**src/verilog/tx_channel_pkg.sv**
```systemverilog
// Constants and types shared by the asynchronous transmit channel
package tx_channel_pkg;
  localparam int ADDR_WIDTH = 8;
  localparam int DATA_WIDTH = 16;
  localparam logic [7:0] DATA_OFF = 8'h00;
  localparam logic [7:0] MODE_OFF = 8'h04;
  localparam logic [7:0] STATUS_OFF = 8'h08;
  localparam logic [7:0] START_OFF = 8'h0c;
  localparam logic [7:0] STOP_OFF = 8'h10;
  localparam logic [7:0] OE_OFF = 8'h14;
  localparam logic [7:0] OUT_OFF = 8'h18;
  localparam logic [7:0] PER_OFF = 8'h1c;
  localparam int DIV_LSB = 9;
  localparam int DIV_WIDTH = 7;
  localparam int WORD_WIDTH = 9;
  localparam int MODE_ISS_BIT = 0;
  localparam int MODE_PAR_LSB = 1;
  localparam int MODE_LSB_FIRST_BIT = 3;
  localparam int MODE_LEN_LSB = 4;
  localparam int MODE_STOP2_BIT = 6;
  localparam int MODE_INV_BIT = 7;
  localparam int MODE_PRESC_LSB = 8;
  localparam int STAT_BFF_BIT = 0;
  localparam int STAT_BUSY_BIT = 1;
  localparam int STAT_OPER_BIT = 2;
  localparam int OUT_DATA_BIT = 0;
  localparam int OUT_CLK_BIT = 1;
  localparam logic [1:0] LEN_NINE = 2'h3;
  localparam logic [1:0] LEN_EIGHT = 2'h2;
  localparam logic [1:0] LEN_RESET = 2'h2;
  localparam logic [6:0] DIV_MIN = 7'h02;
  localparam logic [6:0] DIV_RESET = 7'h02;
  localparam logic [3:0] PRESC_RESET = 4'h0;
  localparam logic OUT_DATA_RESET = 1'b1;
  localparam logic OUT_CLK_RESET = 1'b1;
  localparam logic PER_RESET = 1'b1;
  typedef enum logic [1:0] {
    PAR_NONE = 2'b00,
    PAR_ZERO = 2'b01,
    PAR_EVEN = 2'b10,
    PAR_ODD = 2'b11
  } parity_type;
  typedef enum logic [2:0] {
    ST_IDLE = 3'b000,
    ST_START = 3'b001,
    ST_DATA = 3'b010,
    ST_PARITY = 3'b011,
    ST_STOP = 3'b100
  } tx_state_type;
endpackage

```
**src/verilog/channel_clock_divider.sv**
```systemverilog
// Prescaler that makes the channel operating clock enable
`timescale 1ns/1ps
module channel_clock_divider #(
  parameter int CNT_WIDTH = 15
) (
  input wire logic core_clk, // System clock
  input wire logic rst_n, // Synchronous reset, active low
  input wire logic [3:0] presc_sel, // Divide by two to this power
  output logic ch_en // One-cycle enable at channel rate
);
  logic [CNT_WIDTH-1:0] cnt_reg;
  logic [CNT_WIDTH-1:0] mask;

  assign mask = CNT_WIDTH'((32'h1 << presc_sel) - 32'h1);

  always_ff @(posedge core_clk) begin
    if (!rst_n) begin
      cnt_reg <= '0;
    end else begin
      cnt_reg <= cnt_reg + 1'b1;
    end
  end

  always_ff @(posedge core_clk) begin
    if (!rst_n) begin
      ch_en <= 1'b0;
    end else begin
      ch_en <= (cnt_reg & mask) == mask;
    end
  end
endmodule

```
**src/verilog/async_serial_transmit_channel.sv**
```systemverilog
// Transmit channel of the asynchronous serial pair with its registers
`timescale 1ns/1ps
module async_serial_transmit_channel (
  input wire logic core_clk, // System clock, 50 MHz
  input wire logic nrst, // Synchronous reset, active low
  input wire logic [7:0] addr, // Register byte address
  input wire logic [15:0] wdata, // Write data
  input wire logic wr_en, // Write strobe
  input wire logic rd_en, // Read strobe
  output logic [15:0] rdata, // Read data, cycle after strobe
  output logic transmit_line, // Serial transmit pin
  output logic serial_clock_output, // Clock level register, software owned here
  output logic transmit_interrupt // One-cycle interrupt pulse
);
  logic per_reg;
  logic unit_rst_n;
  logic ch_en;
  logic [6:0] div_reg;
  logic [8:0] buf_reg;
  logic bff_reg;
  logic iss_reg;
  tx_channel_pkg::parity_type par_reg;
  logic lsb_reg;
  logic [1:0] len_reg;
  logic stop2_reg;
  logic inv_reg;
  logic [3:0] presc_reg;
  logic oper_reg;
  logic oe_reg;
  logic so_reg;
  logic cko_reg;
  tx_channel_pkg::tx_state_type state_reg;
  logic [7:0] tick_reg;
  logic [3:0] idx_reg;
  logic stop_cnt_reg;
  logic [8:0] shift_reg;
  logic iss_last_reg;
  logic irq_reg;
  logic [15:0] rdata_reg;
  logic wr_data, wr_mode, wr_start, wr_stop, wr_oe, wr_out, wr_per;
  logic [6:0] eff_div;
  logic bit_done;
  logic [3:0] nbits;
  logic load;
  logic final_stop;
  logic frame_end;
  logic frame_level;
  logic par_bit;

  function automatic logic [3:0] frame_len(input logic [1:0] len);
    if (len == tx_channel_pkg::LEN_NINE) begin
      return 4'h9;
    end else if (len == tx_channel_pkg::LEN_EIGHT) begin
      return 4'h8;
    end
    return 4'h7;
  endfunction

  function automatic logic pick_bit(input logic [8:0] d, input logic [3:0] idx,
                                    input logic [3:0] n, input logic lsb);
    if (lsb) begin
      return d[idx];
    end
    return d[4'(n - 4'h1 - idx)];
  endfunction

  function automatic logic parity_of(input logic [8:0] d, input logic [3:0] n);
    logic p;
    p = 1'b0;
    for (int i = 0; i < 9; i++) begin
      if (4'(i) < n) begin
        p = p ^ d[i];
      end
    end
    return p;
  endfunction

  function automatic logic wr_hit(input logic we, input logic [7:0] a,
                                  input logic [7:0] off);
    return we && (a == off);
  endfunction

  assign wr_data = wr_hit(wr_en, addr, tx_channel_pkg::DATA_OFF);
  assign wr_mode = wr_hit(wr_en, addr, tx_channel_pkg::MODE_OFF);
  assign wr_start = wr_hit(wr_en, addr, tx_channel_pkg::START_OFF) && wdata[0];
  assign wr_stop = wr_hit(wr_en, addr, tx_channel_pkg::STOP_OFF) && wdata[0];
  assign wr_oe = wr_hit(wr_en, addr, tx_channel_pkg::OE_OFF);
  assign wr_out = wr_hit(wr_en, addr, tx_channel_pkg::OUT_OFF);
  assign wr_per = wr_hit(wr_en, addr, tx_channel_pkg::PER_OFF);

  // Clearing the enable holds every other flop of the unit in reset
  always_ff @(posedge core_clk) begin
    if (!nrst) begin
      per_reg <= tx_channel_pkg::PER_RESET;
    end else if (wr_per) begin
      per_reg <= wdata[0];
    end
  end
  assign unit_rst_n = nrst & per_reg;

  channel_clock_divider #(
    .CNT_WIDTH(15)
  ) u_divider (
    .core_clk(core_clk),
    .rst_n(unit_rst_n),
    .presc_sel(presc_reg),
    .ch_en(ch_en)
  );

  // Divider values below the minimum are run at the minimum
  assign eff_div = (div_reg < tx_channel_pkg::DIV_MIN) ? tx_channel_pkg::DIV_MIN : div_reg;
  assign bit_done = ch_en && (tick_reg == {eff_div, 1'b1});
  assign nbits = frame_len(len_reg);
  assign load = (state_reg == tx_channel_pkg::ST_IDLE) && oper_reg && bff_reg && !wr_stop;
  assign final_stop = (state_reg == tx_channel_pkg::ST_STOP) && (!stop2_reg || stop_cnt_reg);
  assign frame_end = final_stop && bit_done && !wr_stop;

  always_comb begin
    case (par_reg)
      tx_channel_pkg::PAR_ZERO: par_bit = 1'b0;
      tx_channel_pkg::PAR_EVEN: par_bit = parity_of(shift_reg, nbits);
      tx_channel_pkg::PAR_ODD: par_bit = ~parity_of(shift_reg, nbits);
      default: par_bit = 1'b0;
    endcase
  end

  always_comb begin
    case (state_reg)
      tx_channel_pkg::ST_START: frame_level = 1'b0;
      tx_channel_pkg::ST_DATA: frame_level = pick_bit(shift_reg, idx_reg, nbits, lsb_reg);
      tx_channel_pkg::ST_PARITY: frame_level = par_bit;
      default: frame_level = 1'b1;
    endcase
  end

  // Data register: baud divider above, transmit word below
  always_ff @(posedge core_clk) begin
    if (!unit_rst_n) begin
      div_reg <= tx_channel_pkg::DIV_RESET;
      buf_reg <= '0;
    end else if (wr_data) begin
      div_reg <= wdata[tx_channel_pkg::DIV_LSB +: tx_channel_pkg::DIV_WIDTH];
      buf_reg <= wdata[tx_channel_pkg::WORD_WIDTH-1:0];
    end
  end

  // A write in the cycle of a load keeps the flag set
  always_ff @(posedge core_clk) begin
    if (!unit_rst_n) begin
      bff_reg <= 1'b0;
    end else if (wr_data) begin
      bff_reg <= 1'b1;
    end else if (load) begin
      bff_reg <= 1'b0;
    end
  end

  always_ff @(posedge core_clk) begin
    if (!unit_rst_n) begin
      iss_reg <= 1'b0;
      par_reg <= tx_channel_pkg::PAR_NONE;
      lsb_reg <= 1'b0;
      len_reg <= tx_channel_pkg::LEN_RESET;
      stop2_reg <= 1'b0;
      inv_reg <= 1'b0;
      presc_reg <= tx_channel_pkg::PRESC_RESET;
    end else if (wr_mode) begin
      iss_reg <= wdata[tx_channel_pkg::MODE_ISS_BIT];
      par_reg <= tx_channel_pkg::parity_type'(wdata[tx_channel_pkg::MODE_PAR_LSB +: 2]);
      lsb_reg <= wdata[tx_channel_pkg::MODE_LSB_FIRST_BIT];
      len_reg <= wdata[tx_channel_pkg::MODE_LEN_LSB +: 2];
      stop2_reg <= wdata[tx_channel_pkg::MODE_STOP2_BIT];
      inv_reg <= wdata[tx_channel_pkg::MODE_INV_BIT];
      presc_reg <= wdata[tx_channel_pkg::MODE_PRESC_LSB +: 4];
    end
  end

  always_ff @(posedge core_clk) begin
    if (!unit_rst_n) begin
      oper_reg <= 1'b0;
    end else if (wr_start) begin
      oper_reg <= 1'b1;
    end else if (wr_stop) begin
      oper_reg <= 1'b0;
    end
  end

  always_ff @(posedge core_clk) begin
    if (!unit_rst_n) begin
      oe_reg <= 1'b0;
    end else if (wr_oe) begin
      oe_reg <= wdata[0];
    end
  end

  // Software owns the line unless the shifter is running and enabled
  always_ff @(posedge core_clk) begin
    if (!unit_rst_n) begin
      so_reg <= tx_channel_pkg::OUT_DATA_RESET;
    end else if (oper_reg && oe_reg) begin
      so_reg <= frame_level ^ inv_reg;
    end else if (wr_out) begin
      so_reg <= wdata[tx_channel_pkg::OUT_DATA_BIT];
    end
  end

  always_ff @(posedge core_clk) begin
    if (!unit_rst_n) begin
      cko_reg <= tx_channel_pkg::OUT_CLK_RESET;
    end else if (wr_out && !oper_reg) begin
      cko_reg <= wdata[tx_channel_pkg::OUT_CLK_BIT];
    end
  end

  // Frame sequencer
  always_ff @(posedge core_clk) begin
    if (!unit_rst_n) begin
      state_reg <= tx_channel_pkg::ST_IDLE;
      idx_reg <= 4'h0;
      stop_cnt_reg <= 1'b0;
      shift_reg <= '0;
    end else if (wr_stop) begin
      state_reg <= tx_channel_pkg::ST_IDLE;
    end else begin
      case (state_reg)
        tx_channel_pkg::ST_IDLE: begin
          if (load) begin
            shift_reg <= buf_reg;
            state_reg <= tx_channel_pkg::ST_START;
          end
        end
        tx_channel_pkg::ST_START: begin
          if (bit_done) begin
            idx_reg <= 4'h0;
            state_reg <= tx_channel_pkg::ST_DATA;
          end
        end
        tx_channel_pkg::ST_DATA: begin
          if (bit_done) begin
            if (idx_reg == 4'(nbits - 4'h1)) begin
              stop_cnt_reg <= 1'b0;
              state_reg <= (par_reg == tx_channel_pkg::PAR_NONE) ?
                tx_channel_pkg::ST_STOP : tx_channel_pkg::ST_PARITY;
            end else begin
              idx_reg <= idx_reg + 4'h1;
            end
          end
        end
        tx_channel_pkg::ST_PARITY: begin
          if (bit_done) begin
            stop_cnt_reg <= 1'b0;
            state_reg <= tx_channel_pkg::ST_STOP;
          end
        end
        tx_channel_pkg::ST_STOP: begin
          if (bit_done) begin
            if (final_stop) begin
              state_reg <= tx_channel_pkg::ST_IDLE;
            end else begin
              stop_cnt_reg <= 1'b1;
            end
          end
        end
        default: state_reg <= tx_channel_pkg::ST_IDLE;
      endcase
    end
  end

  // Bit timer: a bit lasts twice the divider plus two channel clocks
  always_ff @(posedge core_clk) begin
    if (!unit_rst_n) begin
      tick_reg <= 8'h00;
    end else if (state_reg == tx_channel_pkg::ST_IDLE || bit_done || wr_stop) begin
      tick_reg <= 8'h00;
    end else if (ch_en) begin
      tick_reg <= tick_reg + 8'h01;
    end
  end

  // Select is frozen once the last bit of the frame has begun
  always_ff @(posedge core_clk) begin
    if (!unit_rst_n) begin
      iss_last_reg <= 1'b0;
    end else if (!final_stop) begin
      iss_last_reg <= iss_reg;
    end
  end

  always_ff @(posedge core_clk) begin
    if (!unit_rst_n) begin
      irq_reg <= 1'b0;
    end else begin
      irq_reg <= (frame_end && !iss_last_reg) || (load && iss_reg);
    end
  end

  always_ff @(posedge core_clk) begin
    if (!unit_rst_n) begin
      rdata_reg <= 16'h0000;
    end else if (!rd_en) begin
      rdata_reg <= 16'h0000;
    end else begin
      case (addr)
        tx_channel_pkg::DATA_OFF: rdata_reg <= {div_reg, buf_reg};
        tx_channel_pkg::MODE_OFF: rdata_reg <= {4'h0, presc_reg, inv_reg, stop2_reg,
                                                len_reg, lsb_reg, par_reg, iss_reg};
        tx_channel_pkg::STATUS_OFF: rdata_reg <= {13'h0000, oper_reg,
                                                  state_reg != tx_channel_pkg::ST_IDLE,
                                                  bff_reg};
        tx_channel_pkg::OE_OFF: rdata_reg <= {15'h0000, oe_reg};
        tx_channel_pkg::OUT_OFF: rdata_reg <= {14'h0000, cko_reg, so_reg};
        tx_channel_pkg::PER_OFF: rdata_reg <= {15'h0000, per_reg};
        default: rdata_reg <= 16'h0000;
      endcase
    end
  end

  assign rdata = rdata_reg;
  assign transmit_line = so_reg;
  assign serial_clock_output = cko_reg;
  assign transmit_interrupt = irq_reg;
endmodule

```
**config.mk**
```make
export PLATFORM = sky130hd
export DESIGN_NAME = async_serial_transmit_channel
export DESIGN_NICKNAME = d
export VERILOG_FILES = /design/src/verilog/tx_channel_pkg.sv /design/src/verilog/channel_clock_divider.sv /design/src/verilog/async_serial_transmit_channel.sv
export SDC_FILE = /design/constraint.sdc
export NUM_CORES = 1
export LEC_CHECK = 0
export BUFFER_PORTS_ARGS = -buffer_cell sky130_fd_sc_hd__buf_2
export CAP_MARGIN = 20
export CORE_UTILIZATION = 45
export CTS_BUF_LIST = sky130_fd_sc_hd__clkbuf_8
export DETAILED_ROUTE_END_ITERATION = 8
export GPL_ROUTABILITY_DRIVEN = 0
export PLACE_DENSITY_LB_ADDON = 0.12
export REMOVE_ABC_BUFFERS = 1
export SYNTH_ARGS = -nofsm -noshare
export SYNTH_HDL_FRONTEND = slang
export SYNTH_SLANG_ARGS = --single-unit
```
**constraint.sdc**
```tcl
create_clock -name core_clk -period 4.9 [get_ports core_clk]
set_input_delay 0.49 -clock core_clk [delete_from_list [all_inputs] [get_ports core_clk]]
set_output_delay 0.49 -clock core_clk [all_outputs]
set_load 0.05 [all_outputs]
```
Word-level counts from Yosys, hierarchy flattened
Index checks and enable logic that the tools add are counted. Widths: inputs -> output; s select.

Word-level logic and storage cells: 213. Bits in registers: 93.

Muxes and demuxes: 76. Shift operators: 1. Reductions and logical operators: 44. $add $sub $neg: 6. Equal/unequal tests: 27. Bitwise operators: 22. Magnitude comparators: 12.

Operator list (count): $pmux 16 s6 (1); $mux 1 (53); $eq 8x5->1 const B (4); $mux 3 (8); $mux 4 (6); $logic_and 1x1->1 (20); $ne 2x2->1 const B (9); $xor 1x1->1 (17); $eq 8x4->1 const B (2); $lt 3x4->1 const A (4); $add 15x1->15 const B (1); $and 15x15->15 (1); $eq 15x15->1 (1); $pmux 3 s5 (1); $shl 1x4->15 const A (1); $sub 15x1->15 const B (1); $reduce_and 7->1 (2); $lt 4x5->1 const B (2); $add 8x1->8 const B (1); $bmux 1 s4 (2); $eq 2x2->1 const B (4); $eq 8x3->1 const B (1); $eq 8x8->1 (1); $logic_not 8->1 (1); other kinds (27) (44).

Logic depth before layout (Yosys ltp)
Gate-level depths: netlist (run 1).

Depth after elaboration: 36. Depth in mapped cells: 10. Depth with buffers taken out: 10.

Cells and area by module
From an unflattened synthesis (run 1), not the netlist that was laid out.

Cells, all modules: 564. Area total of the unflattened synthesis: 4757.1 um2.

By module, submodules not included: async_serial_transmit_channel (cells each 451, area an instance 3812.4 um2, times used 1); channel_clock_divider (cells each 113, area an instance 944.7 um2, times used 1).

Least setup slack after synthesis (run 1)
Ideal clock, no wire load.

Path kind: reg-to-reg. Start point: register len_reg[0]. End point: register so_reg (netlist: transmit_line). Arrival: 2644 ps. Buffers on the path: 0. Stages on the path, launching flop included: 11. Setup slack: 2129 ps. Clock period less this slack: 2771 ps. Path through: dfxtp_1 nand2b_1 ha_1 inv_1 fa_1 mux4_2 mux2_2 o21ai_0 a2111oi_2 mux2i_1 or3_1.

Word-level cells in the longest chain between the ends: 36. Elaborated cells on any way between the ends: 75. Classes of those cells: add/sub: 2; order compare: 9; eq/ne: 2; mux: 44; bitwise: 18.

Ends and longest elaborated chain: start: declaration (line async_serial_transmit_channel.sv:24) `logic [1:0] len_reg;`; start signal: assignment (line async_serial_transmit_channel.sv:163) `len_reg <= tx_channel_pkg::LEN_RESET;`; start signal: assignment (line async_serial_transmit_channel.sv:171) `len_reg <= wdata[tx_channel_pkg::MODE_LEN_LSB +: 2];`; $eq 2x2->1 (line async_serial_transmit_channel.sv:53) `end else if (len == tx_channel_pkg::LEN_EIGHT) begin`; $mux 1 (line async_serial_transmit_channel.sv:53); $mux 1 (line async_serial_transmit_channel.sv:51) `if (len == tx_channel_pkg::LEN_NINE) begin`; $mux 4 * (line async_serial_transmit_channel.sv:56) `return 4'h7;`; $lt 1x4->1 (line async_serial_transmit_channel.sv:71) `if (4'(i) < n) begin`; $mux 1 (line async_serial_transmit_channel.sv:71); $mux 1 (line async_serial_transmit_channel.sv:119) `case (par_reg)`; $xor 1x1->1 (line async_serial_transmit_channel.sv:72) `p = p ^ d[i];`; [... 20 more ...]; $xor 1x1->1 (line async_serial_transmit_channel.sv:72); $mux 1 (line async_serial_transmit_channel.sv:71); $mux 1 (line async_serial_transmit_channel.sv:119); $not 1->1 (line async_serial_transmit_channel.sv:122) `tx_channel_pkg::PAR_ODD: par_bit = ~parity_of(shift_reg, nbits);`; $pmux 1 s2 (line async_serial_transmit_channel.sv:119); $pmux 1 s3 * (line async_serial_transmit_channel.sv:128) `case (state_reg)`; $xor 1x1->1 * (line async_serial_transmit_channel.sv:201) `so_reg <= frame_level ^ inv_reg;`; $mux 1 * (line async_serial_transmit_channel.sv:200) `end else if (oper_reg && oe_reg) begin`; end signal: assignment (line async_serial_transmit_channel.sv:199) `so_reg <= tx_channel_pkg::OUT_DATA_RESET;`; end signal: assignment (line async_serial_transmit_channel.sv:201); end signal: assignment (line async_serial_transmit_channel.sv:203) `so_reg <= wdata[tx_channel_pkg::OUT_DATA_BIT];`; end: declaration (line async_serial_transmit_channel.sv:30) `logic so_reg;`.

Every way passes the cells marked *; elsewhere a longest branch is shown, timed or not. The select of a mux whose other input is x is not followed. A chain may end at the register's enable or synchronous reset.

Worst setup path in the final report (run 1)
Start point: register presc_reg[1]. End point: register u_divider.ch_en.

Word-level cells in the longest chain between the ends: 4.

Ends and longest elaborated chain: start: declaration (line async_serial_transmit_channel.sv:27) `logic [3:0] presc_reg;`; start signal: assignment (line async_serial_transmit_channel.sv:166) `presc_reg <= tx_channel_pkg::PRESC_RESET;`; start signal: assignment (line async_serial_transmit_channel.sv:174) `presc_reg <= wdata[tx_channel_pkg::MODE_PRESC_LSB +: 4];`; $shl 1x4->15 * (line channel_clock_divider.sv:14) `assign mask = CNT_WIDTH'((32'h1 << presc_sel) - 32'h1);`; $sub 15x1->15 * (line channel_clock_divider.sv:14); $and 15x15->15 (line channel_clock_divider.sv:28) `ch_en <= (cnt_reg & mask) == mask;`; $eq 15x15->1 * (line channel_clock_divider.sv:28); end signal: assignment (line channel_clock_divider.sv:28); end: declaration (line channel_clock_divider.sv:9) `output logic ch_en`.

Every way passes the cells marked *; elsewhere a longest branch is shown, timed or not.

==> results.cfg, run 1 <==
[run_status]
status = completed

[setup_path]
startpoint_type = flip-flop
crit_path_max_fanout = 16
crit_path_end_kind = flip-flop
cp.required_ns = 5.12
critPathKind = flip-flop to flip-flop
critical_path_arrival_ns = 3.17
ff2ff_path_depth = 9

[sta]
final_max_slew_viol_count = 0
max_freq_mhz = 338.9
tns_ns = 0
hold_violations = 0
finClkSkew_ns = 0.007529
whs_ns = 0.3465
fin_crit_ns = 2.951
rsz0062_at_grt = no
setup_viol = 0
period_share_pct = 60.22
tightest_slew_ns = 0.8500
slew_headroom_pct = 42.86

[synth]
ys.warnings.count = 0
synth_top_area_cell = dfxtp_1
synth_cell_types = 65
synthArstFlopShare_pct = 0
synth_ff_type = dfxtp_1
synthMuxAreaShare_pct = 5.754
synth_xor_area_share_pct = 6.979
yosysSeqAreaShare_pct = 39.64
synthSimpleGateAreaFrac_pct = 25.39
postSynthCellCount = 572
synthAdderAreaFrac_pct = 2.291
synth_top_area_share_pct = 39.64
synth-compound-area-share_pct = 16.25
syn_area_um2 = 4697
synth_edf_count = 0
avgSynthCellArea_um2 = 8.212
ys_seq_elements = 93
synth_top_family_by_area = simple AND/OR/NAND/NOR gates
synth_area_leaders = dfxtp_1 (40%), nand2_1 (6.3%), nor2_1 (5.7%), a21oi_1 (4.7%), mux2i_1 (3.8%)

[cells_and_area]
area_growth_pct = 10.39
fin_util_pct = 52.09
fin_cells = 738
largest_register_ffs = 16
n_antenna_cell = 0
n_fill_cell = 975
drive_above_1_share_pct = 13.88
final_nets = 636

[run]
cap_violations = 0

[route]
post_drt_wl_per_cell_um = 15.86
drc = 0
drt-met1-wl_mm = 5.269
dr.max_layer_used = met4
dr_wl_met2_mm = 5.549
vias = 4188
drtPass1Iterations = 5
wl_met3_um = 551
via_per_inst = 5.675
wl_mm = 11.70
drt_iter0_markers = 218
ant_nets = 0

[clocking]
post_cts_buffers = 0
cts_resized = 0
cts_tree = yes
clk_pin_slew_ns = 0.09
cts_root_buffer = clkbuf_8
clock_latency_ns = 0.37
cts_buffers = 9
cts_sinks = 93
htree_num_levels = 3
clk_path_buf_depth = 2
cts_hold_buf = 0

[placement]
io_buffer_count = 46
dpl.hpwl_mm = 8.476
place_inst = 722

[pwr]
cellLeakagePower_nw = 1.848
peakVddDrop_mv = 0.1578
powerDensity_nw_per_um2 = 255.7

[die]
die_h_um = 104.2
io_pins = 47
core_um2 = 9955
start_util_pct = 47.18
die_w_um = 104.2
rows = 36
dieArea_um2 = 10850

[grt]
track_usage_pct = 22.41
grt_pass1_wl_mm = 19.56
grt_pass1_vias = 3995
grt_antenna_before_repair = 0
overflow = 0
grt_max_degree = 32

[min_path]
whs_path_depth = 2
hold_class = primary input to flip-flop
per-layer routing:
| metal | vias to the layer above | GRT usage (%) |
|---|---|---|
| met4 | 0 | 10.71 |
| met3 | 24 | 2.569 |
| met2 | 115 | 37.48 |
| met1 | 1983 | 28.76 |
| met5 | - | 0 |
| li1 | 2066 | - |
synth_stat cells, types with 3 or more instances:
master / count
inv_1: 13
a22oi_1: 10
o21ai_0: 18
o31ai_1: 4
ha_1: 7
a21oi_1: 44
mux4_2: 3
xnor2_1: 18
nand4_1: 6
or2_2: 4
or3_1: 8
buf_2: 4
clkbuf_1: 26
o22ai_1: 3
dfxtp_1: 93
nor4_1: 3
nor2b_1: 4
nand2_1: 79
a21boi_0: 5
nor2_1: 71
and2_1: 3
a211oi_1: 3
mux2i_1: 18
nor3_1: 9
xor2_1: 15
and3_1: 10
or4_1: 3
nand3_1: 36
a31oi_1: 4
where the power goes:
group	internal (mW)	switching, mW
combinational	0.0175	0.0324
clock	0.233	0.280
sequential	0.758	0.00420
total	1.01	0.317
area by class of cell:
class	instances	area, um^2	share of cell area, %
multi-input cells	434	2664	51.38
flip-flops and latches	93	1862	35.91
repair buffers	49	252.7	4.875
well taps	133	166.4	3.209
clock buffers	9	123.9	2.389
clock inverters	7	67.56	1.303
inverters	13	48.80	0.9411
kinds of logic (layout without fill, tap and decap cells):
family | Yosys count | after routing
compound gates | 116 | 116
xor+xnor | 35 | 35
fa+ha+maj | 8 | 8
buf+inv | 45 | 78
flops | 93 | 93
mux | 23 | 23
simple gates | 252 | 252
metrics by stage:
| step | worst slack, ns | cell area (um^2) | power [mW] |
|---|---|---|---|
| floorplan | 2.127 | 4572 | 0.8003 |
| global placement | 2.029 | 4994 | 0.8292 |
| detailed placement | 1.974 | 4994 | 0.8297 |
| CTS | 1.962 | 5185 | 1.337 |
| global route | 1.749 | 5185 | 1.370 |
| finish | 1.949 | 5185 | 1.326 |
worst max-delay path, cell delays in order, from the launching register on:
cell and delay [ns]:
dfxtp_1 0.64, nor2_1 0.18, nand2_1 0.13, ha_1 0.38, or2_2 0.22, o2bb2a_1 0.17
a2bb2oi_1 0.17, o22ai_1 0.10, or3_1 0.35, nor4_1 0.46
worst paths after layout:
path / end / start / slack [ns]
max: u_divider.ch_en / presc_reg[1] / 1.95
min: per_reg / nrst / 0.35
max reg2reg: u_divider.ch_en / presc_reg[1] / 1.95
min reg2reg: u_divider.cnt_reg[0] / u_divider.cnt_reg[0] / 0.47
cell usage in the layout, fill, tap and decap left out, types with 3 or more instances in the layout:
cell	instances
dfxtp_1	93
nand2_1	78
nor2_1	71
buf_2	46
a21oi_1	44
nand3_1	36
mux2i_1	18
xnor2_1	18
o21ai_0	18
xor2_1	15
inv_1	14
and3_1	10
a22oi_1	10
nor3_1	9
clkbuf_8	9
or3_1	8
ha_1	7
nand4_1	6
a21boi_0	5
or2_2	4
nor2b_1	4
a31oi_1	4
o31ai_1	4
and2_1	3
o22ai_1	3
a211oi_1	3
mux4_2	3
nor4_1	3
or4_1	3
buf_4	3
(Power assumes the default switching activity.)
==> run 2, diff against run 1 <==
==> constraint.sdc (replaced) <==
create_clock -name core_clk -period 2.7 [get_ports core_clk]
set_input_delay 0.27 -clock core_clk [delete_from_list [all_inputs] [get_ports core_clk]]
set_output_delay 0.27 -clock core_clk [all_outputs]
set_load 0.05 [all_outputs]
==> run 2 against run 1 <==
The flow now finishes with violations (setup timing). Clock power rose by 110%. Flip-flop and latch count did not move. Core utilization rose by 2.2 points. Via count rose by 1.7%. Critical endpoint is now transmit_line. Cell area rose by 4.2%. Global-route usage rose by 0.14 points. Sequential share of layout area fell by 1.4 points. Critical path type unchanged.
==> results.cfg, run 2 (synthesis gave the netlist of run 1 again) <==
[cells_and_area]
seq_area_um2 = 1864
n_antenna_cell = 0
multiInputGateArea_um2 = 2710
n_fill_cell = 939
final_common_cell = dfxtp_1
fin_cells = 755
area_growth_pct = 15.00
layout_common_cells = dfxtp_1 (91), nand2_1 (78), nor2_1 (71)
drive_above_1_share_pct = 17.85
largest_register_ffs = 16
final_nets = 653

[die]
io_pins = 47
dieArea_um2 = 10850
start_util_pct = 47.18
core_um2 = 9955
die_w_um = 104.2
die_h_um = 104.2
rows = 36

[run_status]
status = complete, but fails checks
violations = setup timing

[sta]
setup_ws_ns = -0.002424
period_share_pct = 100.1
max_freq_mhz = 370.0
tns_ns = -0.002424
setup_viol = 1
slew_headroom_pct = 42.37
hold_violations = 0
rsz0062_at_grt = yes
finClkSkew_ns = 0.009251
tightest_slew_ns = 0.8597
fin_crit_ns = 2.702
final_max_slew_viol_count = 0

[grt]
track_usage_pct = 22.55
grt_antenna_before_repair = 0
grt_max_degree = 29
grt_pass1_wl_mm = 19.78
grt_pass1_vias = 4055
overflow = 0

[setup_path]
max_stage_delay_ns = 0.57
cp_num_buf_inv = 1
critical_path_arrival_ns = 2.96
cp.required_ns = 2.95
critPathKind = flip-flop to flip-flop
crit_slowest_cell = fa_2
crit_path_end_kind = flip-flop
crit_path_max_fanout = 3
path_cells = nand2b_4 > ha_4 > inv_1 > fa_2 > mux4_2 > mux2_4 > o21ai_2 > a2111oi_2 > mux2i_1 > or3_1
crit_family = multiplexers
startpoint_type = flip-flop

[min_path]
hold_class = primary input to flip-flop

[placement]
place_inst = 739
pre_cts_ws_ns = -0.1082
dpl.hpwl_mm = 8.657
io_buffer_count = 46

[clocking]
cts_tree = yes
clk_pin_slew_ns = 0.09
cts_sinks = 93
clk_path_buf_depth = 2
clock_latency_ns = 0.37
cts_hold_buf = 0
htree_num_levels = 3
cts_buffers = 9
post_cts_buffers = 0
cts_root_buffer = clkbuf_8

[route]
vias = 4258
drtPass1Iterations = 5
drc = 0
ant_nets = 0
drt_iter0_markers = 193
post_drt_wl_per_cell_um = 15.88
via_per_inst = 5.640
wl_mm = 11.99

[pwr]
powerDensity_nw_per_um2 = 472.1
peakVddDrop_mv = 0.2671
cellLeakagePower_nw = 1.962

[run]
cap_violations = 0
[run 2: layout make-up]
| type | instances | share of cell area [%] |
|---|---|---|
| Multi-Input combinational cell | 434 | 50.17 |
| Inverter | 13 | 0.9034 |
| Sequential cell | 93 | 34.51 |
| Tap cell | 133 | 3.081 |
| Timing Repair Buffer | 66 | 7.042 |
| Clock buffer | 10 | 2.548 |
| Clock inverter | 6 | 1.737 |
[run 2: where the power goes]
part	internal, mW	switching, mW
Combinational	0.0339	0.0595
Clock	0.553	0.520
Sequential	1.38	0.00743
[run 2: stage by stage]
| step | power (mW) | hold slack (ns) | util [%] | instance area (um^2) |
|---|---|---|---|---|
| 6_report | 2.550 | 0.1153 | 54.26 | 5401 |
| 5_1_grt | 2.647 | 0.1111 | 54.26 | 5401 |
| 4_1_cts | 2.569 | 0.1000 | 54.10 | 5385 |
| 3_5_place_dp | 1.508 | 0.4503 | 51.45 | 5121 |
| 3_3_place_gp | 1.508 | 0.4441 | 51.45 | 5121 |
| 2_1_floorplan | 1.452 | 0.3319 | - | 4572 |
[run 2: per-layer routing]
metal	vias up	GRT usage (%)	wire (um)
li1	2103	-	-
met1	2028	28.89	5478
met2	110	38.24	5782
met3	17	3.634	500
met4	0	8.061	227
met5	-	0	0
[run 2: path summary, 6_finish.rpt]
check	start	end	slack, ns	cells past startpoint
setup / recovery	len_reg[0]	transmit_line	-0.002	10
setup reg to reg	len_reg[0]	transmit_line	-0.002	10
hold / removal	nrst	per_reg	0.12	2
hold reg to reg	iss_last_reg	iss_last_reg	0.47	2
[run 2: repair_timing]
action,CTS,global route
pin swaps,2,0
endpoints found under the setup margin,1,1
resized for setup,9,3
==> run 3, diff against run 2 <==
--- a/config.mk
+++ b/config.mk
@@ -11,8 +11,7 @@
 export CTS_BUF_LIST = sky130_fd_sc_hd__clkbuf_8
 export DETAILED_ROUTE_END_ITERATION = 8
 export GPL_ROUTABILITY_DRIVEN = 0
-export PLACE_DENSITY_LB_ADDON = 0.12
-export REMOVE_ABC_BUFFERS = 1
+export PLACE_DENSITY = 0.61
 export SYNTH_ARGS = -nofsm -noshare
 export SYNTH_HDL_FRONTEND = slang
 export SYNTH_SLANG_ARGS = --single-unit
==> constraint.sdc (replaced) <==
create_clock -name core_clk -period 2.5 [get_ports core_clk]
set_input_delay 0.25 -clock core_clk [delete_from_list [all_inputs] [get_ports core_clk]]
set_output_delay 0.25 -clock core_clk [all_outputs]
set_load 0.05 [all_outputs]
==> run 3 against run 2 <==
The flow still finishes with violations (setup timing). Combinational power increased by 15%. First-iteration DRC count increased by 26%. Hold slack lost 0.016 ns. Clock skew is 0.0025 ns higher. Total power increased by 0.15%. Clock power shrank 11%. Critical endpoint unchanged.
==> results.cfg, run 3 (synthesis gave the netlist of run 1 again) <==
[sta]
slew_headroom_pct = 46.20
setup_ws_ns = -0.1394
finClkSkew_ns = 0.01171
final_max_slew_viol_count = 0
period_share_pct = 105.6
hold_violations = 0
max_freq_mhz = 378.9
fin_crit_ns = 2.639
tightest_slew_ns = 0.8026
setup_viol = 3
rsz0062_at_grt = yes

[clocking]
cts_hold_buf = 0
htree_num_levels = 3
cts_sinks = 93
clock_latency_ns = 0.38
post_cts_buffers = 0
cts_tree = yes
clk_pin_slew_ns = 0.10
cts_root_buffer = clkbuf_8
cts_buffers = 9
clk_path_buf_depth = 2

[setup_path]
r2r-start = len_reg[0]
crit_path_end_kind = flip-flop
cp.depth = 10
startpoint_type = flip-flop
cp_num_buf_inv = 1
rrSetupSlack_ns = -0.14
critPathKind = flip-flop to flip-flop
path_cells = nand2b_4 > ha_4 > inv_2 > fa_2 > mux4_2 > mux2_4 > o21ai_2 > a2111oi_2 > mux2i_1 > or3_1
crit_start = len_reg[0]
crit_slowest_cell = fa_2
ff2ff_path_depth = 10
crit_path_max_fanout = 3
max_stage_delay_ns = 0.57
crit_family = multiplexers
critical_path_arrival_ns = 2.90
endpoint = transmit_line
reg2reg_to = transmit_line
cp.required_ns = 2.76

[pwr]
peakVddDrop_mv = 0.5426
total_power_mw = 2.554
cellLeakagePower_nw = 1.977
powerDensity_nw_per_um2 = 468.8

[grt]
met2_usage_pct = 38.43
grt_pass1_vias = 4095
grt_antenna_before_repair = 0
gr-max-usage-layer = met2
grt_pass1_wl_mm = 19.83
met1_usage_pct = 29.77
use_met3_pct = 3.008
grt_max_degree = 46
track_usage_pct = 22.79
overflow = 0

[placement]
place_inst = 746
io_buffer_count = 46
dpl.hpwl_mm = 8.737

[run_status]
violations = setup timing
status = complete, but fails checks

[die]
die_w_um = 104.2
rows = 36
die_h_um = 104.2
start_util_pct = 47.18
io_pins = 47
dieArea_um2 = 10850
core_um2 = 9955

[cells_and_area]
final_nets = 660
fin_cells = 762
layout_common_cells = dfxtp_1 (89), nand2_1 (77), nor2_1 (69)
largest_register_ffs = 16
drive_above_1_share_pct = 19.87
n_antenna_cell = 0
final_common_cell = dfxtp_1
area_growth_pct = 15.98

[run]
cap_violations = 0

[route]
vias = 4228
via_per_inst = 5.549
drt_iter0_markers = 243
post_drt_wl_per_cell_um = 15.48
drtPass1Iterations = 6
drc = 0
wl_mm = 11.79
ant_nets = 0

[min_path]
hold_class = primary input to flip-flop
whs_path_depth = 2

[synth]
syn_nets = 608
## run 3: changes by cell type in the layout (fill, tap and decap cells not counted), sizes merged
cell,before,now
buf,66,73
bufinv,2,0
inv,14,16
clkbuf,10,9
clkinv,2,3
## run 3: through the flow
step | setup slack (ns) | instance area [um^2] | TNS (ns) | hold slack [ns] | utilization, %
4_1_cts | -0.1533 | 5413 | -0.1717 | 0.08965 | 54.37
5_1_grt | -0.2454 | 5448 | -0.6971 | 0.1095 | 54.73
2_1_floorplan | -0.1736 | 4727 | -0.1736 | 0.3119 | -
3_5_place_dp | -0.2205 | 5216 | -0.2339 | 0.4524 | 52.40
3_3_place_gp | -0.1788 | 5216 | -0.1788 | 0.4404 | 52.40
6_report | -0.1394 | 5448 | -0.1635 | 0.09908 | 54.73
## run 3: worst min-delay path by stage
stage	startpoint	endpoint	slack [ns]
floorplan	nrst	per_reg	0.31
global placement	u_divider.cnt_reg[0]	u_divider.cnt_reg[0]	0.44
detailed placement	u_divider.cnt_reg[0]	u_divider.cnt_reg[0]	0.45
CTS	nrst	per_reg	0.09
global route	nrst	per_reg	0.11
finish	nrst	per_reg	0.1
## run 3: layer usage
metal / part of all wire [%] / vias up / wire length (um)
li1: - / 2118 / -
met4: 1.9 / 0 / 226
met1: 46 / 2004 / 5440
met2: 49 / 85 / 5725
met5: 0 / - / 0
met3: 3.4 / 21 / 402
## run 3: cell type report
class	instances	area, um^2
fill	957	4507
multi-input combinational	434	2740
sequential	93	1867
timing repair buffer	73	445.4
tap	133	166.4
clock buffer	9	123.9
clock inverter	7	56.30
inverter	13	48.80
## run 3: power breakdown
group | internal [mW] | total (mW) | leakage (nW) | switching [mW]
Clock | 0.374 | 0.953 | 0.0906 | 0.579
Sequential | 1.49 | 1.49 | 0.751 | 0.00805
Combinational | 0.0417 | 0.107 | 1.14 | 0.0652
Total | 1.90 | 2.55 | 1.98 | 0.652
## run 3: what timing repair did
action	in CTS	in global routing
pin swaps	1	1
gates resized for setup	4	8
setup endpoints to repair	5	6
